File: src/rtl/iwd_map.svh
// Purpose: Constants of the two-wire register port and its watchdog.
// Assumes: 100 MHz core clock.
// Notes:   Offsets, reset values and timing counts only.
`ifndef IWD_MAP_SVH
`define IWD_MAP_SVH

// ----------------------------------------
// Addressing
// ----------------------------------------
`define IWD_ADDR_BASE 7'h50
`define IWD_REG_COUNT 32

// ----------------------------------------
// Termination control
// ----------------------------------------
`define IWD_ROLE_OPEN 4'hF
`define IWD_ROLE_RST 4'h0

// ----------------------------------------
// Timing
// ----------------------------------------
`define IWD_CLK_MHZ 100
`define IWD_FILT_LEN 2
`define IWD_WD_T0_US 1000
`define IWD_WD_T1_US 2000
`define IWD_WD_T2_US 5000
`define IWD_WD_T3_US 10000
`define IWD_WD_CNT_W 24

`endif

File: src/rtl/iwd_pkg.sv
// Purpose: Shared types of the two-wire register port.
// Assumes: Nothing beyond the map header.
// Notes:   Types only; constants live in iwd_map.svh.
package iwd_pkg;

   // ----------------------------------------
   // Byte engine states and byte kinds
   // ----------------------------------------
   typedef enum logic [2:0] {
      ST_IDLE,
      ST_RX,
      ST_ACK,
      ST_TX,
      ST_TXACK,
      ST_IGN
   } iwd_state_type;

   typedef enum logic [1:0] {
      K_ADDR,
      K_IDX,
      K_DATA
   } iwd_kind_type;

endpackage : iwd_pkg

File: src/rtl/iwd_sync.sv
// Purpose: Three-stage synchroniser with glitch filter for one pin.
// Assumes: Pin is asynchronous to i_core_clk.
// Notes:   Output moves once stages two and three agree for FILT_LEN cycles.
`timescale 1ns/1ns
`include "iwd_map.svh"
module iwd_sync #(
   parameter int FILT_LEN = `IWD_FILT_LEN,
   parameter logic RST_VAL = 1'b1
) (
   // Clock and reset
   input wire logic i_core_clk,
   input wire logic i_reset,
   // Pin and filtered level
   input wire logic i_pin,
   output logic o_level
);
   typedef struct packed {
      logic ff1;
      logic ff2;
      logic ff3;
      logic level;
      logic [7:0] cnt;
   } iwd_sync_type;

   iwd_sync_type r;
   iwd_sync_type n;
   localparam logic [7:0] LAST = 8'(FILT_LEN - 1);

   always_comb begin
      n = r;
      n.ff1 = i_pin;
      n.ff2 = r.ff1;
      n.ff3 = r.ff2;
      if (r.ff2 == r.ff3 && r.ff3 != r.level) begin
         if (r.cnt >= LAST) begin
            n.level = r.ff3;
            n.cnt = 8'h00;
         end else begin
            n.cnt = r.cnt + 8'h01;
         end
      end else begin
         n.cnt = 8'h00;
      end
   end

   always_ff @(posedge i_core_clk) begin
      if (i_reset) begin
         r <= '{ff1: RST_VAL, ff2: RST_VAL, ff3: RST_VAL, level: RST_VAL, cnt: 8'h00};
      end else begin
         r <= n;
      end
   end

   assign o_level = r.level;

endmodule : iwd_sync

File: src/rtl/iwd_top.sv
// Purpose: Two-wire target register port with communication watchdog.
// Assumes: Host drives SCL; SCL and SDA are asynchronous pins.
// Notes:   Register file is flip-flops; indices beyond it read zero.
`timescale 1ns/1ns
`include "iwd_map.svh"
module iwd_top #(
   parameter int REG_COUNT = `IWD_REG_COUNT,
   parameter int FILT_LEN = `IWD_FILT_LEN,
   parameter int WD_CYC0 = `IWD_WD_T0_US * `IWD_CLK_MHZ,
   parameter int WD_CYC1 = `IWD_WD_T1_US * `IWD_CLK_MHZ,
   parameter int WD_CYC2 = `IWD_WD_T2_US * `IWD_CLK_MHZ,
   parameter int WD_CYC3 = `IWD_WD_T3_US * `IWD_CLK_MHZ
) (
   // Clock and reset
   input wire logic i_core_clk,
   input wire logic i_reset,
   // Two-wire pins
   input wire logic i_scl,
   input wire logic i_sda,
   output logic o_sda_out,
   output logic o_sda_oe,
   // Strap and enable
   input wire logic i_enable,
   input wire logic [1:0] i_addr_sel,
   // Alert
   input wire logic [7:0] i_alert_flags,
   input wire logic [7:0] i_alert_mask,
   output logic o_alert_n_out,
   output logic o_alert_n_oe,
   // Watchdog control
   input wire logic i_wdog_enable_bit,
   input wire logic [1:0] i_wdog_period_sel,
   // Termination and VBUS
   input wire logic i_role_wr,
   input wire logic [3:0] i_role_wdata,
   output logic [3:0] o_termination_role_ctrl,
   input wire logic i_vbus_above_safe0,
   output logic o_vbus_discharge,
   output logic o_host_link_err,
   input wire logic i_host_link_err_clr,
   // Register write notice
   output logic o_wr_pulse,
   output logic [7:0] o_wr_index,
   output logic [7:0] o_wr_data,
   output logic o_host_access
);
   // ----------------------------------------
   // State
   // ----------------------------------------
   typedef struct packed {
      iwd_pkg::iwd_state_type state;
      iwd_pkg::iwd_kind_type kind;
      logic [3:0] bitcnt;
      logic [7:0] shreg;
      logic [7:0] ptr;
      logic rd;
      logic host_ack;
      logic sda_oe;
      logic scl_prev;
      logic sda_prev;
      logic enable_prev;
      logic [6:0] dev_addr;
      logic alert;
      logic wr_pulse;
      logic [7:0] wr_index;
      logic [7:0] wr_data;
      logic access;
      logic [REG_COUNT-1:0][7:0] mem;
   } iwd_core_type;
   iwd_core_type r;
   iwd_core_type n;
   function automatic logic [7:0] fetch(input logic [REG_COUNT-1:0][7:0] m,
                                        input logic [7:0] idx);
      fetch = (int'(idx) < REG_COUNT) ? m[idx] : 8'h00;
   endfunction : fetch
   // ----------------------------------------
   // Pin conditioning
   // ----------------------------------------
   logic [2:0] pins;
   logic [2:0] levels;
   logic scl_s;
   logic sda_s;
   logic vbus_s;
   assign pins = {i_vbus_above_safe0, i_sda, i_scl};
   for (genvar g = 0; g < 3; g++) begin : g_sync
      iwd_sync #(
         .FILT_LEN(FILT_LEN),
         .RST_VAL(1'b1)
      ) u_sync (
         .i_core_clk(i_core_clk),
         .i_reset(i_reset),
         .i_pin(pins[g]),
         .o_level(levels[g])
      );
   end
   assign scl_s = levels[0];
   assign sda_s = levels[1];
   assign vbus_s = levels[2];
   logic scl_rise;
   logic scl_fall;
   logic start_det;
   logic stop_det;
   logic [7:0] rd_byte;
   assign scl_rise = scl_s && !r.scl_prev;
   assign scl_fall = !scl_s && r.scl_prev;
   assign start_det = scl_s && r.scl_prev && r.sda_prev && !sda_s;
   assign stop_det = scl_s && r.scl_prev && !r.sda_prev && sda_s;
   assign rd_byte = fetch(r.mem, r.ptr);

   // ----------------------------------------
   // Byte engine
   // ----------------------------------------
   always_comb begin
      n = r;
      n.scl_prev = scl_s;
      n.sda_prev = sda_s;
      n.enable_prev = i_enable;
      n.wr_pulse = 1'b0;
      n.access = 1'b0;
      n.alert = |(i_alert_flags & i_alert_mask);
      if (i_enable && !r.enable_prev) begin
         n.dev_addr = `IWD_ADDR_BASE + {5'h00, i_addr_sel};
      end
      if (stop_det) begin
         n.state = iwd_pkg::ST_IDLE;
         n.sda_oe = 1'b0;
      end else if (start_det) begin
         n.state = iwd_pkg::ST_RX;
         n.kind = iwd_pkg::K_ADDR;
         n.bitcnt = 4'h0;
         n.sda_oe = 1'b0;
      end else begin
         unique case (r.state)
            iwd_pkg::ST_IDLE, iwd_pkg::ST_IGN: begin
               n.sda_oe = 1'b0;
            end
            iwd_pkg::ST_RX: begin
               if (scl_rise && r.bitcnt != 4'h8) begin
                  n.shreg = {r.shreg[6:0], sda_s};
                  n.bitcnt = r.bitcnt + 4'h1;
               end else if (scl_fall && r.bitcnt == 4'h8) begin
                  n.state = iwd_pkg::ST_ACK;
                  n.sda_oe = 1'b1;
                  unique case (r.kind)
                     iwd_pkg::K_ADDR: begin
                        // General call never matches an address in 0x50..0x53
                        if (r.shreg[7:1] == r.dev_addr) begin
                           n.rd = r.shreg[0];
                           n.access = 1'b1;
                        end else begin
                           n.state = iwd_pkg::ST_IGN;
                           n.sda_oe = 1'b0;
                        end
                     end
                     iwd_pkg::K_IDX: begin
                        n.ptr = r.shreg;
                     end
                     iwd_pkg::K_DATA: begin
                        n.wr_pulse = 1'b1;
                        n.wr_index = r.ptr;
                        n.wr_data = r.shreg;
                        if (int'(r.ptr) < REG_COUNT) begin
                           n.mem[r.ptr] = r.shreg;
                        end
                     end
                     default: begin
                        n.state = iwd_pkg::ST_IGN;
                        n.sda_oe = 1'b0;
                     end
                  endcase
               end
            end
            iwd_pkg::ST_ACK: begin
               if (scl_fall) begin
                  n.sda_oe = 1'b0;
                  n.bitcnt = 4'h0;
                  n.state = iwd_pkg::ST_RX;
                  if (r.kind == iwd_pkg::K_ADDR && r.rd) begin
                     n.state = iwd_pkg::ST_TX;
                     n.shreg = rd_byte;
                     n.sda_oe = ~rd_byte[7];
                  end else if (r.kind == iwd_pkg::K_ADDR) begin
                     n.kind = iwd_pkg::K_IDX;
                  end else begin
                     n.kind = iwd_pkg::K_DATA;
                     if (r.kind == iwd_pkg::K_DATA) begin
                        n.ptr = r.ptr + 8'h01;
                     end
                  end
               end
            end
            iwd_pkg::ST_TX: begin
               if (scl_fall) begin
                  if (r.bitcnt == 4'h7) begin
                     n.sda_oe = 1'b0;
                     n.state = iwd_pkg::ST_TXACK;
                     n.host_ack = 1'b0;
                     n.ptr = r.ptr + 8'h01;
                  end else begin
                     n.bitcnt = r.bitcnt + 4'h1;
                     n.shreg = {r.shreg[6:0], 1'b0};
                     n.sda_oe = ~r.shreg[6];
                  end
               end
            end
            iwd_pkg::ST_TXACK: begin
               if (scl_rise) begin
                  if (sda_s) begin
                     n.state = iwd_pkg::ST_IGN;
                  end else begin
                     n.host_ack = 1'b1;
                  end
               end else if (scl_fall && r.host_ack) begin
                  n.state = iwd_pkg::ST_TX;
                  n.bitcnt = 4'h0;
                  n.shreg = rd_byte;
                  n.sda_oe = ~rd_byte[7];
               end
            end
            default: begin
               n.state = iwd_pkg::ST_IDLE;
               n.sda_oe = 1'b0;
            end
         endcase
      end
   end

   always_ff @(posedge i_core_clk) begin
      if (i_reset) begin
         r <= '0;
         r.dev_addr <= `IWD_ADDR_BASE;
         r.scl_prev <= 1'b1;
         r.sda_prev <= 1'b1;
      end else begin
         r <= n;
      end
   end

   // ----------------------------------------
   // Outputs
   // ----------------------------------------
   // SCL is input only: no stretching, so replies land within one SCL phase
   assign o_sda_out = 1'b0;
   assign o_sda_oe = r.sda_oe;
   assign o_alert_n_out = 1'b0;
   assign o_alert_n_oe = r.alert;
   assign o_wr_pulse = r.wr_pulse;
   assign o_wr_index = r.wr_index;
   assign o_wr_data = r.wr_data;
   assign o_host_access = r.access;

   iwd_wdog #(
      .CNT_W(`IWD_WD_CNT_W),
      .CYC0(`IWD_WD_CNT_W'(WD_CYC0)),
      .CYC1(`IWD_WD_CNT_W'(WD_CYC1)),
      .CYC2(`IWD_WD_CNT_W'(WD_CYC2)),
      .CYC3(`IWD_WD_CNT_W'(WD_CYC3))
   ) u_wdog (
      .i_core_clk(i_core_clk),
      .i_reset(i_reset),
      .i_wdog_enable_bit(i_wdog_enable_bit),
      .i_wdog_period_sel(i_wdog_period_sel),
      .i_alert_on(r.alert),
      .i_access(r.access),
      .i_role_wr(i_role_wr),
      .i_role_wdata(i_role_wdata),
      .i_vbus_above(vbus_s),
      .i_err_clr(i_host_link_err_clr),
      .o_role(o_termination_role_ctrl),
      .o_discharge(o_vbus_discharge),
      .o_err(o_host_link_err)
   );
endmodule : iwd_top

File: src/rtl/iwd_wdog.sv
// Purpose: Communication watchdog with termination open and VBUS discharge.
// Assumes: Alert level and access pulse come from the same clock domain.
// Notes:   Expiry sequence takes three edges: role, discharge, fault.
`timescale 1ns/1ns
`include "iwd_map.svh"
module iwd_wdog #(
   parameter int CNT_W = `IWD_WD_CNT_W,
   parameter logic [CNT_W-1:0] CYC0 = CNT_W'(`IWD_WD_T0_US * `IWD_CLK_MHZ),
   parameter logic [CNT_W-1:0] CYC1 = CNT_W'(`IWD_WD_T1_US * `IWD_CLK_MHZ),
   parameter logic [CNT_W-1:0] CYC2 = CNT_W'(`IWD_WD_T2_US * `IWD_CLK_MHZ),
   parameter logic [CNT_W-1:0] CYC3 = CNT_W'(`IWD_WD_T3_US * `IWD_CLK_MHZ)
) (
   // Clock and reset
   input wire logic i_core_clk,
   input wire logic i_reset,
   // Control
   input wire logic i_wdog_enable_bit,
   input wire logic [1:0] i_wdog_period_sel,
   input wire logic i_alert_on,
   input wire logic i_access,
   input wire logic i_role_wr,
   input wire logic [3:0] i_role_wdata,
   input wire logic i_vbus_above,
   input wire logic i_err_clr,
   // Results
   output logic [3:0] o_role,
   output logic o_discharge,
   output logic o_err
);
   typedef struct packed {
      logic [CNT_W-1:0] cnt;
      logic [3:0] role;
      logic [1:0] stage;
      logic discharge;
      logic err;
      logic vbus_prev;
   } iwd_wdog_type;

   iwd_wdog_type r;
   iwd_wdog_type n;
   logic [CNT_W-1:0] limit;
   logic counting;
   logic expire;

   always_comb begin
      unique case (i_wdog_period_sel)
         2'h0: limit = CYC0;
         2'h1: limit = CYC1;
         2'h2: limit = CYC2;
         2'h3: limit = CYC3;
      endcase
   end

   assign counting = i_wdog_enable_bit && i_alert_on && !i_access;
   assign expire = counting && (r.cnt >= limit - CNT_W'(1));

   always_comb begin
      n = r;
      n.vbus_prev = i_vbus_above;
      n.stage = {r.stage[0], expire};
      if (!counting || expire) begin
         n.cnt = '0;
      end else begin
         n.cnt = r.cnt + CNT_W'(1);
      end
      if (i_role_wr) begin
         n.role = i_role_wdata;
      end
      if (expire) begin
         n.role = `IWD_ROLE_OPEN;
      end
      if (r.stage[0]) begin
         n.discharge = 1'b1;
      end else if (r.discharge && r.vbus_prev && !i_vbus_above) begin
         n.discharge = 1'b0;
      end
      if (i_err_clr) begin
         n.err = 1'b0;
      end
      if (r.stage[1]) begin
         n.err = 1'b1;
      end
   end

   always_ff @(posedge i_core_clk) begin
      if (i_reset) begin
         r <= '0;
         r.role <= `IWD_ROLE_RST;
      end else begin
         r <= n;
      end
   end

   assign o_role = r.role;
   assign o_discharge = r.discharge;
   assign o_err = r.err;
endmodule : iwd_wdog

File: config.mk
export PLATFORM = sky130hd
export DESIGN_NAME = iwd_top
export DESIGN_NICKNAME = d
export VERILOG_FILES = /design/src/rtl/iwd_pkg.sv /design/src/rtl/iwd_sync.sv /design/src/rtl/iwd_top.sv /design/src/rtl/iwd_wdog.sv
export VERILOG_INCLUDE_DIRS = /design/src /design/src/rtl
export SDC_FILE = /design/constraint.sdc
export NUM_CORES = 1
export LEC_CHECK = 0
export BUFFER_PORTS_ARGS = -buffer_cell sky130_fd_sc_hd__buf_2
export CORE_UTILIZATION = 29
export CTS_CLUSTER_DIAMETER = 120
export CTS_CLUSTER_SIZE = 20
export DETAILED_ROUTE_END_ITERATION = 10
export HOLD_SLACK_MARGIN = 0.06
export PLACE_DENSITY = 0.55
export SLEW_MARGIN = 20
export SYNTH_ARGS = -nofsm -noshare
export SYNTH_HDL_FRONTEND = slang
export SYNTH_SLANG_ARGS = --single-unit
File: constraint.sdc
create_clock -name i_core_clk -period 2.8 [get_ports i_core_clk]
set_clock_uncertainty 0.05 [all_clocks]
set_input_delay 0.56 -clock i_core_clk [delete_from_list [all_inputs] [get_ports i_core_clk]]
set_output_delay 0.56 -clock i_core_clk [all_outputs]
set_load 0.01 [all_outputs]
==> summary.txt <==
Detailed routing
  – Count of vias placed by the detailed router: 14600
  – Pre-Repair DR Iteration Count: 6
  – Number of violations reported at the end of detailed-routing iteration 0: roughly 1300
  – Post-detailed-routing wire length: 49200 um
  – Vias per cell: slightly above 5
  – Wirelength per Cell: ~17 um
  – Remaining routing DRC violations: 0
  – Number of antenna-violating nets in the routed design: 0

GRT
  – Maximum number of pins on one net before global-route repair: 130
  – Aggregate global-route resource usage: 16.1%
  – Via count of the first global-routing pass: between 10000 and 15000
  – First-pass GRT wire length: approximately 77000 um
  – Global route overflow: 0
  – Antenna violations before repair: 0

Clocking
  – CTS tree: built
  – Clock sink count: 377
  – Cts bufs inserted: 23
  – Buffer cell driving the clock tree root: clkbuf_16
  – Deepest clock path buffer count: 3
  – Number of levels in the clock H-tree: 1
  – Clock Pin Slew Worst Setup and Hold Paths: 0.08 ns
  – Clk Latency, worst-skew pair: 0.55 ns
  – Postcts setup bufs: 0

Yosys
  – Flip-flop cell with the highest count after synthesis: dfxtp_1
  – Library cell with the largest summed area after synthesis: dfxtp_1
  – Synth async-reset ratio: 0%
  – Top cell type's share of synthesized area: 44.0%
  – Portion of the post-synthesis area used by sequential elements: 44.0%
  – Biggest area contributors in the synthesized netlist: dfxtp_1 (44%), mux2i_1 (9.6%), a21oi_1 (7.0%)
  – YS warnings: 0
  – Mean post-synth cell area: around 8.4 um2
  – Post-synthesis instance area: around 17000 um2
  – Yosys cell types: 61
  – Synthesis-stage register bit count: approximately 380
  – Cell count after synthesis: 2052
  – Count of flip-flops with a built-in enable after synthesis: 0

Floorplanning
  – Die outline height: between 200 and 250 um
  – Number of top-level pins: between 60 and 70
  – Initial standard-cell utilization of the core: around 30%
  – Die extent in x: around 250 um
  – Std-Cell Core Area: around 58000 um2
  – Total Die Area: around 60000 um2
  – Num rows: 88

Critical path
  – Type of element capturing the critical path: flop
  – Largest fanout of any net on the critical path: 52
  – Worst setup path class: reg -> reg
  – Worst Setup Start Kind: flop
  – Worst EP required: about 3.2 ns
  – Reg-to-reg startpoint: r[304]
  – Endpoint arrival time on the critical path: approximately 3.0 ns
  – Launching instance or port of the critical path: r[304]

Power and ir drop
  – Power Dens Cells: around 470 nW/um2
  – Fraction of power consumed by the clock network: between 30% and 40%
  – Part of the total power dissipated in sequential elements: between 60% and 70%
  – Internal power consumption: between 6 and 7 mW
  – Max IR drop VDD: between 0.4 and 0.5 mV
  – Gate power share: under 10%
  – Standby leakage power: about 6.3 nW
  – Reported net switching power: between 1.5 and 2 mW
  – Switch share: ~22%
  – Power consumption: 8.93 mW

Timing
  – Post-route minimum period: 2.62 ns
  – Max Fclk: 381 MHz
  – Unrepaired setup endpoints after global routing: false
  – Final-report max-slew violation count: 0
  – Setup_tns: 0 ns
  – Final worst-path cycle share: a little over nine tenths
  – Worst rel slew slack: 38.5%
  – Number of setup violations in the final report: 0
  – Count of endpoints failing hold in the final timing report: 0
  – Min setup slack post-route: ~0.18 ns
  – Least-Margin Pin Slew: just over 0.9 ns

Cells and area
  – Proportion of layout cells with a drive suffix above 1: about a tenth
  – Total non-filler cell area in the finished layout: ~19000 um2
  – Antenna Cells: 0
  – Fill count: between 5000 and 6000
  – Area added between synthesis and finish: 11.4%
  – Multi-input gate area in the final layout: 8700 um2
  – Most frequent cells in the layout: dfxtp_1 (375), nand2_1 (300), a21oi_1 (241)
  – Reg area: ~7600 um2
  – Most common library cell in the layout ignoring fill and taps: dfxtp_1
  – Share of the core filled with cells in the final layout: between 30% and 40%
  – Number of nets at the end of the flow: roughly 2100

Hold path
  – Hold WC Path Type: in -> reg
  – Startpoint of the worst hold path: i_sda

Placed design
  – Placement-stage worst setup slack: -0.284 ns
  – Area after detailed placement: ~18000 um2
  – Quantity of I/O buffers inserted on ports: 58
  – DP HPWL: about 32000 um
  – Final weighted congestion of routability-driven global placement: about 0.87

Outcome
  – Result of the run: finished clean

Flow run
  – MaxCap Viol Count: 0
==> power groups by stage <==
stage	Clock [mW]	Sequential, mW	Combinational, mW
floorplan	0	5.53	0.148
global placement	0	5.53	0.217
detailed placement	0	5.53	0.219
CTS	3.43	5.40	0.220
global route	3.61	5.41	0.244
finish	3.31	5.40	0.219
==> cell families (layout without fill, tap and decap cells) <==
logic type	count (synthesis)	in the layout	share of synthesized area (%)
simple gates	800	800	22.5
other cells	2	21	0.0438
mux	165	165	9.64
compound gates	412	412	13.5
buf+inv	227	207	5.80
xor+xnor	28	28	1.43
fa+ha+maj	41	41	2.99
flops	377	377	44.0
==> worst max-delay path, stage by stage (launching register included) <==
cell and delay (ns):
dfxtp_1 0.36, inv_1 0.09, ha_1 0.15, and3b_1 0.28, and4_2 0.41, and3_2 0.28
buf_12 0.28, nand2_1 0.31, nand3b_1 0.18, o21ai_1 0.07
==> Yosys cell counts (8+ instances only) <==
| cell | number |
|---|---|
| nor3_1 | 15 |
| dfxtp_1 | 377 |
| nand2b_1 | 10 |
| ha_1 | 41 |
| xnor2_1 | 14 |
| buf_2 | 39 |
| o21ai_1 | 32 |
| o21ai_0 | 21 |
| nand2_1 | 300 |
| nor4_1 | 21 |
| clkbuf_1 | 126 |
| nor2_1 | 107 |
| mux2i_1 | 164 |
| xor2_1 | 14 |
| nand4_1 | 8 |
| and3_1 | 15 |
| a21oi_1 | 241 |
| or2_2 | 13 |
| inv_1 | 31 |
| o22ai_1 | 64 |
| nand3_1 | 218 |
| a21o_1 | 8 |
| buf_4 | 25 |
| nand3b_1 | 37 |
==> layer usage <==
metal  vias up  routed length (um)  global-route usage, %
met1      6992               22700                   22.1
met2       407               22400                   26.1
met4         0                1000                   3.62
met5         -                   0                      0
met3        62                3020                   2.64
li1       7094                   -                      -
==> path summary, 6_finish.rpt <==
path / cells after the start / end / slack [ns]
min: 2 / g_sync[1].u_sync.n[10] / 0.15
max reg2reg: 9 / r[191] / 0.18
max: 9 / r[191] / 0.18
min reg2reg: 1 / g_sync[2].u_sync.n[9] / 0.36
==> flip-flops by register name, summed over array words and instances (netlist names) <==
name and count:
o_wr_index 8, g_sync.u_sync.o_level 3, u_wdog.o_err 1, o_sda_oe 1, o_host_access 1, o_wr_data 8
g_sync.u_sync.r 27, r 288, u_wdog.o_role 4, u_wdog.r 26, g_sync.u_sync.n 6, o_alert_n_oe 1
u_wdog.n 1, o_wr_pulse 1, u_wdog.o_discharge 1
==> repair_timing <==
action                                 4_1_cts  5_1_grt
hold buffers                                 0        0
resized for setup                            0        2
endpoints found under the hold margin        0        0
setup endpoints to repair                    0      180
==> per-stage QoR <==
| step | hold slack, ns | cells |
|---|---|---|
| finish | 0.154 | 2816 |
| global route | 0.137 | 2816 |
| CTS | 0.130 | 2816 |
| detailed placement | 0.350 | 2790 |
| global placement | 0.361 | 2790 |
| floorplan | 0.339 | 2071 |
==> cell type report <==
class | instances | area share [%]
multi-input combinational | 1467 | 45.6
sequential | 377 | 39.6
timing repair buffer | 150 | 6.04
clock inverter | 2 | 0.151
clock buffer | 24 | 3.03
tap | 765 | 5.01
inverter | 31 | 0.610
Power figures use the tool's default switching activity.
